[src/design/rcp_pkg.sv]
/*
  shared constants for the relay channel command parser: ascii codes,
  descriptor limits, reply codes, timing figures and parser states.
  assumes a single 200 MHz clock domain.
*/
`default_nettype none
package rcp_pkg;
  // clock period in ns
  localparam int CLK_PERIOD_NS = 5;
  // relay contact settling, in ms, and derived cycle count (longest: floor)
  localparam int SETTLE_MS  = 10;
  localparam int SETTLE_CYC = SETTLE_MS * 1000000 / CLK_PERIOD_NS;
  // register-based operation bound, in us, and derived cycle count
  localparam int REGB_MAX_US  = 9;
  localparam int REGB_MAX_CYC = REGB_MAX_US * 1000 / CLK_PERIOD_NS;

  // ascii characters the parser knows
  localparam logic [7:0] CH_LPAR  = 8'h28;
  localparam logic [7:0] CH_RPAR  = 8'h29;
  localparam logic [7:0] CH_AT    = 8'h40;
  localparam logic [7:0] CH_COMMA = 8'h2C;
  localparam logic [7:0] CH_COLON = 8'h3A;
  localparam logic [7:0] CH_LF    = 8'h0A;
  localparam logic [7:0] CH_O     = 8'h4F;
  localparam logic [7:0] CH_C     = 8'h43;
  localparam logic [7:0] CH_ZERO  = 8'h30;
  localparam logic [7:0] CH_NINE  = 8'h39;

  // reply bytes
  localparam logic [7:0] RPL_OK   = 8'h30;
  localparam logic [7:0] RPL_SYN  = 8'h31;
  localparam logic [7:0] RPL_REGB = 8'h32;

  // descriptor limits
  localparam logic [6:0] MOD_MIN = 7'h01;
  localparam logic [6:0] MOD_MAX = 7'h0C;
  localparam logic [6:0] CH_MAX  = 7'h10;
  localparam logic [6:0] DEC_TEN = 7'h0A;
  localparam logic [1:0] MAX_DIG = 2'h2;
  localparam int NCH   = 17;
  localparam int NREG  = 3;
  localparam int REG_W = 8;

  // parser states, one-hot
  typedef enum logic [9:0] {
    S_KW   = 10'h001,
    S_PRE  = 10'h002,
    S_AT   = 10'h004,
    S_MOD  = 10'h008,
    S_CH   = 10'h010,
    S_CLS  = 10'h020,
    S_END  = 10'h040,
    S_ERR  = 10'h080,
    S_WR   = 10'h100,
    S_RPLY = 10'h200
  } rcp_state_t;
endpackage
`default_nettype wire

[src/design/rcp_parser.sv]
/*
  relay channel command parser: takes ascii open/close commands byte by
  byte, checks the channel descriptor, keeps a relay image per module and
  issues control register writes, then answers with one reply byte.
  assumes a byte source with valid/ready, LF-terminated commands, and a
  mode level from the host side selecting register-based control.
*/
// Function
// - decode commands, compute register data itself
// - register mode: no watching, no state record
// - register mode writes pass well under 9us
// - descriptor is (@ address (list) )
// - module address only 1 through 12
// - channels one or two digits, 0..16
// - comma separates channel entries
// - colon span expands to every channel inclusive
// - open clears, close sets selected channels
// - command features refused in register mode
// - ascii commands in, reply byte out
// - hold off 10 ms settling after writes
`default_nettype none
module rcp_parser
  import rcp_pkg::*;
#(
  parameter int unsigned SETTLE_CYCLES = rcp_pkg::SETTLE_CYC
) (
  input  wire logic             CLK,
  input  wire logic             SYS_RST,
  input  wire logic [7:0]       RX_DATA,
  input  wire logic             RX_VALID,
  output logic                  RX_READY,
  output logic      [7:0]       RPLY_DATA,
  output logic                  RPLY_VALID,
  input  wire logic             MODE_REGB,
  input  wire logic             HOST_WR,
  input  wire logic [3:0]       HOST_MOD,
  input  wire logic [1:0]       HOST_REG,
  input  wire logic [REG_W-1:0] HOST_DATA,
  output logic                  RLY_WR,
  output logic      [3:0]       RLY_MOD,
  output logic      [1:0]       RLY_REG,
  output logic      [REG_W-1:0] RLY_DATA
);
  localparam int CW = $clog2(SETTLE_CYCLES + 1);

  // settle count must be at least one cycle
  if (SETTLE_CYCLES < 1) begin : g_chk
    $error("rcp_parser: SETTLE_CYCLES must be at least 1");
  end

  // true for an ascii decimal digit
  function automatic logic is_digit(input logic [7:0] b);
    return (b >= CH_ZERO) && (b <= CH_NINE);
  endfunction

  // value of a two-digit field after one more digit
  function automatic logic [6:0] dec_acc(input logic [6:0] n,
                                         input logic [7:0] b);
    logic [7:0] d;
    d = b - CH_ZERO;
    return 7'(n * DEC_TEN + d[6:0]);
  endfunction

  rcp_state_t      st_q, st_d;      // parser state
  logic [6:0]      num_q, num_d;    // number being read
  logic [1:0]      nd_q, nd_d;      // digits seen in that number
  logic [6:0]      lo_q, lo_d;      // first channel of a pending span
  logic            rng_q, rng_d;    // a colon was seen
  logic [NCH-1:0]  mask_q, mask_d;  // selected channels
  logic [3:0]      mod_q, mod_d;    // module address
  logic            open_q, open_d;  // open (1) or close (0) command
  logic [7:0]      code_q, code_d;  // reply byte to send
  logic [CW-1:0]   cnt_q, cnt_d;    // settle counter
  logic            ready_q;         // byte accepted when valid
  logic            rv_q, rv_d;      // reply strobe
  logic [7:0]      rd_q, rd_d;      // reply data
  logic [NCH-1:0]  shadow [1:12];   // relay image per module address

  logic            taken;           // byte accepted this cycle
  logic            dig;             // byte is a digit
  logic            is_lf;           // byte ends a command
  logic [6:0]      num_nx;          // number with this digit added
  logic [6:0]      span_lo;         // low end of current entry
  logic [NCH-1:0]  ent_mask;        // channels of current entry
  logic            ent_ok;          // current entry is well formed
  logic            mod_ok;          // module address in range
  logic [NCH-1:0]  cur;             // image of the addressed module
  logic [NCH-1:0]  nb;              // image after the command
  logic            start;           // launch register writes
  logic            bad;             // syntax fault on this byte
  logic            seq_busy;        // write sequencer running

  assign taken   = RX_VALID && ready_q;
  assign dig     = is_digit(RX_DATA);
  assign is_lf   = (RX_DATA == CH_LF);
  assign num_nx  = dec_acc(num_q, RX_DATA);
  assign span_lo = rng_q ? lo_q : num_q;
  assign ent_ok  = (nd_q != 2'h0) && (num_q <= CH_MAX)
                   && (!rng_q || lo_q <= num_q);
  assign mod_ok  = (nd_q != 2'h0) && (num_q >= MOD_MIN)
                   && (num_q <= MOD_MAX);
  assign cur     = shadow[mod_q];
  assign nb      = open_q ? (cur & ~mask_q) : (cur | mask_q);
  assign start   = (st_q == S_WR);

  rcp_chan_mask #(.NCH(NCH)) u_mask (
    .lo   (span_lo),
    .hi   (num_q),
    .mask (ent_mask)
  );

  // parser next state; all but the reply strobe hold unless a byte or the write, settle or reply states move them
  always_comb begin
    st_d   = st_q;
    num_d  = num_q;
    nd_d   = nd_q;
    lo_d   = lo_q;
    rng_d  = rng_q;
    mask_d = mask_q;
    mod_d  = mod_q;
    open_d = open_q;
    code_d = code_q;
    cnt_d  = cnt_q;
    rv_d   = 1'b0;
    rd_d   = rd_q;
    bad    = 1'b0;
    case (st_q)
      S_KW: begin
        // keyword: only the first letter matters
        if (taken && !is_lf) begin
          if (MODE_REGB) begin
            code_d = RPL_REGB;
            st_d   = S_ERR;
          end else if (RX_DATA == CH_O) begin
            open_d = 1'b1;
            st_d   = S_PRE;
          end else if (RX_DATA == CH_C) begin
            open_d = 1'b0;
            st_d   = S_PRE;
          end else begin
            bad = 1'b1;
          end
        end
      end
      S_PRE: begin
        // skip rest of keyword up to the opening parenthesis
        if (taken && RX_DATA == CH_LPAR) begin
          st_d = S_AT;
        end else if (taken && is_lf) begin
          bad = 1'b1;
        end
      end
      S_AT: begin
        if (taken) begin
          if (RX_DATA == CH_AT) begin
            st_d = S_MOD;
          end else begin
            bad = 1'b1;
          end
        end
      end
      S_MOD: begin
        if (taken) begin
          if (dig && nd_q < MAX_DIG) begin
            num_d = num_nx;
            nd_d  = nd_q + 2'h1;
          end else if (RX_DATA == CH_LPAR && mod_ok) begin
            mod_d = num_q[3:0];
            num_d = '0;
            nd_d  = '0;
            st_d  = S_CH;
          end else begin
            bad = 1'b1;
          end
        end
      end
      S_CH: begin
        if (taken) begin
          if (dig && nd_q < MAX_DIG) begin
            num_d = num_nx;
            nd_d  = nd_q + 2'h1;
          end else if (RX_DATA == CH_COLON && nd_q != 2'h0 && !rng_q
                       && num_q <= CH_MAX) begin
            lo_d  = num_q;
            rng_d = 1'b1;
            num_d = '0;
            nd_d  = '0;
          end else if (RX_DATA == CH_COMMA && ent_ok) begin
            mask_d = mask_q | ent_mask;
            num_d  = '0;
            nd_d   = '0;
            rng_d  = 1'b0;
          end else if (RX_DATA == CH_RPAR && ent_ok) begin
            mask_d = mask_q | ent_mask;
            st_d   = S_CLS;
          end else begin
            bad = 1'b1;
          end
        end
      end
      S_CLS: begin
        if (taken) begin
          if (RX_DATA == CH_RPAR) begin
            st_d = S_END;
          end else begin
            bad = 1'b1;
          end
        end
      end
      S_END: begin
        if (taken) begin
          if (is_lf) begin
            st_d = S_WR;
          end else begin
            bad = 1'b1;
          end
        end
      end
      S_ERR: begin
        // drop bytes to the end of the faulty line
        if (taken && is_lf) begin
          st_d = S_RPLY;
        end
      end
      S_WR: begin
        // image computed here, writes launched
        // this cycle already counts as the first settle cycle
        cnt_d  = CW'(1);
        code_d = RPL_OK;
        // settle in the drain state, or reply at once for one cycle
        st_d   = (SETTLE_CYCLES > 1) ? S_ERR : S_RPLY;
      end
      S_RPLY: begin
        // one reply byte, then back to idle
        rv_d   = 1'b1;
        rd_d   = code_q;
        num_d  = '0;
        nd_d   = '0;
        rng_d  = 1'b0;
        mask_d = '0;
        code_d = RPL_OK;
        st_d   = S_KW;
      end
      default: begin
        st_d = S_KW;
      end
    endcase
    // a fault goes to drain mode, or straight to reply on a line end
    if (bad) begin
      code_d = RPL_SYN;
      st_d   = is_lf ? S_RPLY : S_ERR;
    end
    // settle wait reuses the drain state with code OK
    if (st_q == S_ERR && code_q == RPL_OK) begin
      cnt_d = cnt_q + CW'(1);
      st_d  = (cnt_q >= CW'(SETTLE_CYCLES - 1)) ? S_RPLY : S_ERR;
    end
  end

  // state registers; ready follows the next state so it is a flop
  always_ff @(posedge CLK or posedge SYS_RST) begin
    if (SYS_RST) begin
      st_q    <= S_KW;
      num_q   <= '0;
      nd_q    <= '0;
      lo_q    <= '0;
      rng_q   <= 1'b0;
      mask_q  <= '0;
      mod_q   <= MOD_MIN[3:0];
      open_q  <= 1'b0;
      code_q  <= RPL_OK;
      cnt_q   <= '0;
      ready_q <= 1'b1;
      rv_q    <= 1'b0;
      rd_q    <= RPL_OK;
    end else begin
      st_q    <= st_d;
      num_q   <= num_d;
      nd_q    <= nd_d;
      lo_q    <= lo_d;
      rng_q   <= rng_d;
      mask_q  <= mask_d;
      mod_q   <= mod_d;
      open_q  <= open_d;
      code_q  <= code_d;
      cnt_q   <= cnt_d;
      // no new byte while writing or settling
      ready_q <= (st_d != S_WR) && (st_d != S_RPLY)
                 && !(st_d == S_ERR && code_d == RPL_OK);
      rv_q    <= rv_d;
      rd_q    <= rd_d;
    end
  end

  // relay image; only a good command writes it
  always_ff @(posedge CLK or posedge SYS_RST) begin
    if (SYS_RST) begin
      for (int m = 1; m <= 12; m++) begin
        shadow[m] <= '0;
      end
    end else if (start) begin
      // reached only from a clean descriptor
      shadow[mod_q] <= nb;
    end
  end

  // host writes go straight out, never recorded in the image
  rcp_wr_seq #(.NCH(NCH)) u_seq (
    .clk      (CLK),
    .rst      (SYS_RST),
    .start    (start),
    .mod      (mod_q),
    .bits     (nb),
    .byp_wr   (HOST_WR && MODE_REGB),
    .byp_mod  (HOST_MOD),
    .byp_reg  (HOST_REG),
    .byp_data (HOST_DATA),
    .wr_q     (RLY_WR),
    .mod_q    (RLY_MOD),
    .reg_q    (RLY_REG),
    .data_q   (RLY_DATA),
    .busy_q   (seq_busy)
  );

  assign RX_READY   = ready_q;
  assign RPLY_VALID = rv_q;
  assign RPLY_DATA  = rd_q;

  property p_settle_hold;
    @(posedge CLK) disable iff (SYS_RST)
      start |=> (!RX_READY) [*8];
  endproperty
  a_settle_hold: assert property (p_settle_hold) else $error("ready early");

  property p_mod_range;
    @(posedge CLK) disable iff (SYS_RST)
      start |-> (mod_q >= MOD_MIN[3:0] && mod_q <= MOD_MAX[3:0]);
  endproperty
  a_mod_range: assert property (p_mod_range) else $error("address range");

  property p_image;
    @(posedge CLK) disable iff (SYS_RST)
      start |=> (cur == $past(nb));
  endproperty
  a_image: assert property (p_image) else $error("image not updated");

  property p_err_nowrite;
    @(posedge CLK) disable iff (SYS_RST)
      (st_q == S_ERR && code_q != RPL_OK) |=> (st_q == S_ERR || st_q == S_RPLY);
  endproperty
  a_err_nowrite: assert property (p_err_nowrite) else $error("write after fault");

  property p_regb_refuse;
    @(posedge CLK) disable iff (SYS_RST)
      (st_q == S_KW && taken && MODE_REGB && !is_lf)
        |=> (st_q == S_ERR && code_q == RPL_REGB);
  endproperty
  a_regb_refuse: assert property (p_regb_refuse) else $error("regb accepted");

  property p_reply;
    @(posedge CLK) disable iff (SYS_RST)
      (st_q == S_RPLY) |=> (RPLY_VALID && RPLY_DATA == $past(code_q));
  endproperty
  a_reply: assert property (p_reply) else $error("reply missing");

  property p_mask_nonzero;
    @(posedge CLK) disable iff (SYS_RST)
      (st_q == S_CLS) |-> (mask_q != '0 && (mask_q >> (CH_MAX + 7'h1)) == '0);
  endproperty
  a_mask_nonzero: assert property (p_mask_nonzero) else $error("empty list");

  property p_write_out;
    @(posedge CLK) disable iff (SYS_RST)
      start |-> ##2 (RLY_WR && RLY_MOD == $past(mod_q, 2));
  endproperty
  a_write_out: assert property (p_write_out) else $error("no write");
endmodule
`default_nettype wire

[src/design/rcp_chan_mask.sv]
/*
  combinational span decoder: sets every channel bit from lo to hi inclusive.
  assumes lo <= hi is checked by the caller; an empty span gives zero.
*/
`default_nettype none
module rcp_chan_mask #(
  parameter int NCH = 17
) (
  input  wire logic [6:0]     lo,
  input  wire logic [6:0]     hi,
  output logic      [NCH-1:0] mask
);
  import rcp_pkg::*;

  if (NCH < 1 || NCH > 127) begin : g_chk
    $error("rcp_chan_mask: NCH out of range");
  end

  // one comparator pair per channel
  for (genvar i = 0; i < NCH; i++) begin : g_bit
    assign mask[i] = (7'(i) >= lo) && (7'(i) <= hi);
  end
endmodule
`default_nettype wire

[src/design/rcp_wr_seq.sv]
/*
  control register write sequencer: turns a channel image into three byte
  writes, or passes a direct host write straight through when idle.
  assumes start is a one-cycle pulse and never arrives while busy.
*/
`default_nettype none
module rcp_wr_seq
  import rcp_pkg::*;
#(
  parameter int NCH = rcp_pkg::NCH
) (
  input  wire logic             clk,
  input  wire logic             rst,
  input  wire logic             start,
  input  wire logic [3:0]       mod,
  input  wire logic [NCH-1:0]   bits,
  input  wire logic             byp_wr,
  input  wire logic [3:0]       byp_mod,
  input  wire logic [1:0]       byp_reg,
  input  wire logic [REG_W-1:0] byp_data,
  output logic                  wr_q,
  output logic      [3:0]       mod_q,
  output logic      [1:0]       reg_q,
  output logic      [REG_W-1:0] data_q,
  output logic                  busy_q
);
  if (NCH > NREG * REG_W) begin : g_chk
    $error("rcp_wr_seq: too many channels for three registers");
  end

  logic [1:0]           idx_q;   // register being written
  logic [NREG*REG_W-1:0] img_q;  // latched, zero padded image
  logic [REG_W-1:0]     slice;   // byte for idx_q
  logic                 last;    // final register of the image

  assign slice = img_q[idx_q*REG_W +: REG_W];
  assign last  = (idx_q == 2'(NREG - 1));

  // sequence writes; direct writes only while no sequence runs
  always_ff @(posedge clk or posedge rst) begin
    if (rst) begin
      wr_q   <= 1'b0;
      mod_q  <= 4'h0;
      reg_q  <= 2'h0;
      data_q <= '0;
      busy_q <= 1'b0;
      idx_q  <= 2'h0;
      img_q  <= '0;
    end else if (start) begin
      busy_q <= 1'b1;
      idx_q  <= 2'h0;
      img_q  <= (NREG*REG_W)'(bits);
      mod_q  <= mod;
      wr_q   <= 1'b0;
    end else if (busy_q) begin
      // one register per cycle, channel 0 byte first
      wr_q   <= 1'b1;
      reg_q  <= idx_q;
      data_q <= slice;
      idx_q  <= idx_q + 2'h1;
      busy_q <= !last;
    end else begin
      wr_q   <= byp_wr;
      mod_q  <= byp_wr ? byp_mod : mod_q;
      reg_q  <= byp_wr ? byp_reg : reg_q;
      data_q <= byp_wr ? byp_data : data_q;
    end
  end

  property p_byp_fast;
    @(posedge clk) disable iff (rst)
      (byp_wr && !busy_q && !start) |=> (wr_q && data_q == $past(byp_data)
        && reg_q == $past(byp_reg));
  endproperty
  a_byp_fast: assert property (p_byp_fast) else $error("direct write late");

  property p_three_writes;
    @(posedge clk) disable iff (rst)
      start |=> ##1 (wr_q && reg_q == 2'h0) ##1 (wr_q && reg_q == 2'h1)
        ##1 (wr_q && reg_q == 2'h2);
  endproperty
  a_three_writes: assert property (p_three_writes) else $error("write order");
endmodule
`default_nettype wire

[config.mk]
export PLATFORM = sky130hd
export DESIGN_NAME = rcp_parser
export DESIGN_NICKNAME = d
export VERILOG_FILES = /design/src/design/rcp_pkg.sv /design/src/design/rcp_parser.sv /design/src/design/rcp_chan_mask.sv /design/src/design/rcp_wr_seq.sv
export SDC_FILE = /design/constraint.sdc
export NUM_CORES = 1
export LEC_CHECK = 0
export ABC_AREA = 1
export CORE_AREA = 2 2 174 176
export DETAILED_ROUTE_END_ITERATION = 7
export DIE_AREA = 0 0 176 178
export DONT_BUFFER_PORTS = 1
export PLACE_DENSITY = 0.75
export SYNTH_ARGS = -nofsm -noshare
export SYNTH_HDL_FRONTEND = slang
export SYNTH_SLANG_ARGS = --single-unit
[constraint.sdc]
create_clock -name CLK -period 9.9 [get_ports CLK]
set_input_delay 0.495 -clock CLK [delete_from_list [all_inputs] [get_ports CLK]]
set_output_delay 0.495 -clock CLK [all_outputs]
set_load 0.03 [all_outputs]
==> flow_metrics.env <==
export IMPL_status="finished clean"
export IMPL_cts_resized=0
export IMPL_postLayoutSetupSlackWorst_ps=6105
export IMPL_worst_skew_pair_late_latency_ps=530
export IMPL_syn_area_sq_um=16760
export IMPL_yosysUniqueCellTypes=58
export IMPL_worst_r2r_startpoint="st_q[4]"
export IMPL_critPathLaunchType="flop"
export IMPL_cp_capture_point="shadow[158]"
export IMPL_number_of_hold_violations_in_the_final_report=0
export IMPL_synth_enable_flop_cells=0
export IMPL_synth_main_ff_cell="dfrtp_1"
export IMPL_number_of_nets_in_the_finished_design=2052
export IMPL_number_of_optimization_iterations_in_the_first_detailed_route_pass=8
export IMPL_finalSetupTns_ps=0
export IMPL_clock_root_buffer="clkbuf_16"
export IMPL_via_per_inst=5.953
export IMPL_regToRegSetupSlack_ps=6110
export IMPL_worstRegToRegCells=7
export IMPL_area_growth_pct=8.001
export IMPL_port_buffers=0
export IMPL_die_height_um=178
export IMPL_worst_slew_margin_rel_pct=14.47
export IMPL_final_clock_skew_ps=23.09
export IMPL_critical_path_slowest_cell="nand3_1"
export IMPL_place_gp_congestion=0.9417
export IMPL_grt_setup_unrepaired="false"
export IMPL_route_final_wire_length_um=44680
export IMPL_avgRoutedWirePerCell_um=18.49
export IMPL_synth_cells=2048
export IMPL_detailed_router_s_first_iteration_violation_count=1420
export IMPL_cts_hold_buffers_added=1
export IMPL_synth_async_sr_flop_share_pct=100.0
export IMPL_number_of_antenna_violations_at_the_first_check_in_global_routing=0
export IMPL_cellLeakagePower_uw=0.008632
export IMPL_critPathArrivalTime_ps=4200
export IMPL_power_density_nw_per_um2=170.9
export IMPL_placeableCoreArea_sq_um=29400
export IMPL_routed_via_count=14380
export IMPL_ys_warnings_count=0
export IMPL_fp_dieArea_sq_um=31330
export IMPL_cp_buffers_inverters=1
export IMPL_worst_slew_pin_transition_ps=1277
export IMPL_synth_area_leader_cell="dfrtp_1"
export IMPL_floorplan_die_width_um=176
export IMPL_post_route_min_period_ps=3795
export IMPL_fp_row_count=63
export IMPL_grt_max_degree=108
export IMPL_maxCapViolCount=0
export IMPL_worstSetupStartpoint="st_q[4]"
export IMPL_netlist_top_cells_area="dfrtp_1, nand2_1, nand3_1"
export IMPL_crit_end_category="flop"
export IMPL_cpMostUsedCell="nand2_2"
export IMPL_first_global_vias=13900
export IMPL_dpl_cell_area_sq_um=16810
export IMPL_drt_antenna_violating_nets=0
export IMPL_cp_cell_sequence="nor2_2, nand2_2, nor2_4, nand2_2, inv_2, nand3_1, o21ai_0"
export IMPL_boundary_pin_count=52
export IMPL_synth_largest_type_area_fraction_pct=47.76
export IMPL_synthesis_nets=2100
export IMPL_seq_area_frac_synth_pct=48.86
export IMPL_slew_viol_final=0
export IMPL_setup_viol=0
export IMPL_yosysMostFrequentCell="nand2_1"
export IMPL_timing_fmax_mhz=263.5
export IMPL_cts_made_buffers=37
export IMPL_timing_hold_worst_class="in2reg"
export IMPL_diodes=0
export IMPL_worstReg2RegEnd="shadow[158]"
export IMPL_initial_utilization_pct=57.02
export IMPL_dpl_worst_slack_ps=6203
export IMPL_synth_ff_latch_count=327
export IMPL_postCtsSetupRepairBufs=0
export IMPL_globalRouteOverflowTotal=0
export IMPL_final_period_utilization_pct=38.33
export IMPL_timing_setup_critical_path_class="reg2reg"
export IMPL_maximum_fanout_count_along_the_critical_path=62
export IMPL_crit_family="simple AND/OR/NAND/NOR gates"
export IMPL_layout_filler_cells=2537
export IMPL_drt_drc_violations_left=0
export IMPL_cts_sinks=327
export IMPL_synth_commonest_cells="nand2_1, dfrtp_1, nand3_1, o21ai_0, inv_1"
export IMPL_tritoncts="built"
export IMPL_cts_path_max_buffers=3
export IMPL_critPathRequiredTime_ps=10300
export IMPL_avgSynthCellArea_sq_um=8.186
export IMPL_post_route_cells_drive_above_1_share_pct=8.638
export IMPL_worst_path_largest_cell_delay_ps=860
export IMPL_cts_reportedPaths_clkPinSlew_ps=60
export IMPL_grt_pass1_wl_um=72880
export IMPL_dp_final_hpwl_um=29090
export IMPL_worst_ir_drop_vdd_mv=0.1281
export IMPL_groute_usage_overall_pct=29.14
export IMPL_crit_cells=7
export IMPL_postLayoutCellArea_sq_um=18110
export IMPL_htree_levels=2
==> final cells by class <==
cell class	count	area (sq um)	share of cell area [%]
flip-flops and latches	327	8192	45.24
multi-input cells	1463	7441	41.10
clock buffers	48	1060	5.853
inverters	159	611.8	3.379
well taps	390	488.0	2.695
clock inverters	17	221.5	1.223
repair buffers	12	92.59	0.5114
==> logic make-up after synthesis <==
| family | count (synthesis) | synth area share (%) |
|---|---|---|
| buf+inv | 258 | 6.821 |
| xor+xnor | 9 | 0.4702 |
| flops | 327 | 48.86 |
| simple gates | 1018 | 26.49 |
| compound gates | 406 | 15.11 |
| fa+ha+maj | 25 | 1.955 |
| mux | 5 | 0.2985 |
==> layout by cell type (no fill, tap or decap), types with 5 or more instances in the layout <==
| cell type | Yosys | layout |
|---|---|---|
| bufinv_16 | 0 | 5 |
| o31ai_1 | 5 | 5 |
| a22oi_1 | 56 | 56 |
| mux2i_1 | 5 | 5 |
| nor4_1 | 7 | 7 |
| a31oi_1 | 25 | 25 |
| nand2_2 | 7 | 7 |
| inv_1 | 136 | 135 |
| clkinv_2 | 0 | 9 |
| clkbuf_8 | 0 | 5 |
| o21ai_1 | 9 | 9 |
| clkbuf_16 | 0 | 39 |
| buf_4 | 20 | 11 |
| nand3_1 | 183 | 183 |
| nor2_1 | 109 | 109 |
| o21a_1 | 12 | 12 |
| dfrtp_1 | 320 | 320 |
| o211ai_1 | 11 | 11 |
| nand2_1 | 621 | 621 |
| nor2_2 | 12 | 12 |
| ha_1 | 23 | 23 |
| a21oi_1 | 63 | 63 |
| o21ai_0 | 176 | 176 |
| xnor2_1 | 6 | 6 |
| o21ai_2 | 10 | 10 |
| inv_2 | 19 | 19 |
| dfstp_2 | 7 | 7 |
| or2_2 | 5 | 5 |
| a211oi_1 | 7 | 7 |
| nand4_1 | 23 | 23 |
| nor2_4 | 17 | 17 |
| nor3_1 | 18 | 18 |
==> layer usage <==
layer  share of wire, %  vias up  GRT usage (%)
met2                 46      592          47.70
met4                3.5        0          11.29
met1                 42     6920          38.59
li1                   -     6766              -
met5                  0        -              0
met3                8.3      104          5.712
==> where the power goes <==
part	leakage, uW	total [uW]	switching, uW	internal [uW]
Clock	0.000640	1440	558	886
Combinational	0.00355	240	168	72.1
Sequential	0.00444	1410	43.7	1370
==> registers in the layout, indices dropped and copies added, names as in the netlist, 4 cells and up <==
| name | flops |
|---|---|
| lo_q | 7 |
| mask_q | 17 |
| RPLY_DATA | 8 |
| mod_q | 4 |
| u_seq.img_q | 17 |
| u_seq.mod_q | 4 |
| cnt_q | 21 |
| st_q | 10 |
| u_seq.data_q | 8 |
| code_q | 8 |
| num_q | 7 |
| shadow | 204 |
==> worst min-delay path by stage <==
| stage | to | cells past startpoint | slack, ps | start |
|---|---|---|---|---|
| floorplan | u_seq.img_q[8] | 2 | 440 | u_seq.img_q[8] |
| global placement | u_seq.img_q[1] | 2 | 460 | u_seq.img_q[1] |
| detailed placement | u_seq.img_q[8] | 2 | 460 | u_seq.img_q[8] |
| CTS | u_seq.data_q[5] | 2 | 120 | HOST_DATA[5] |
| global route | u_seq.data_q[3] | 2 | 130 | HOST_DATA[3] |
| finish | u_seq.data_q[4] | 2 | 130 | HOST_DATA[4] |
==> worst register-to-register path, cell delays in order, from the launching register on <==
cell,delay [ps]
dfrtp_1,420
nor2_2,300
nand2_2,170
nor2_4,130
nand2_2,680
inv_2,660
nand3_1,870
o21ai_0,470
==> metrics by stage <==
stage / hold slack [ps] / util [%] / total power, uW / instances
3_5_place_dp: 464.4 / 57.19 / 1671 / 2350
4_1_cts: 122.2 / 61.58 / 3111 / 2416
2_1_floorplan: 443.9 / - / 1617 / 2048
5_1_grt: 133.3 / 61.58 / 3208 / 2416
3_3_place_gp: 460.4 / 57.19 / 1667 / 2350
6_report: 131.0 / 61.58 / 3094 / 2416
Note: power is estimated with default switching activity, not from simulation.
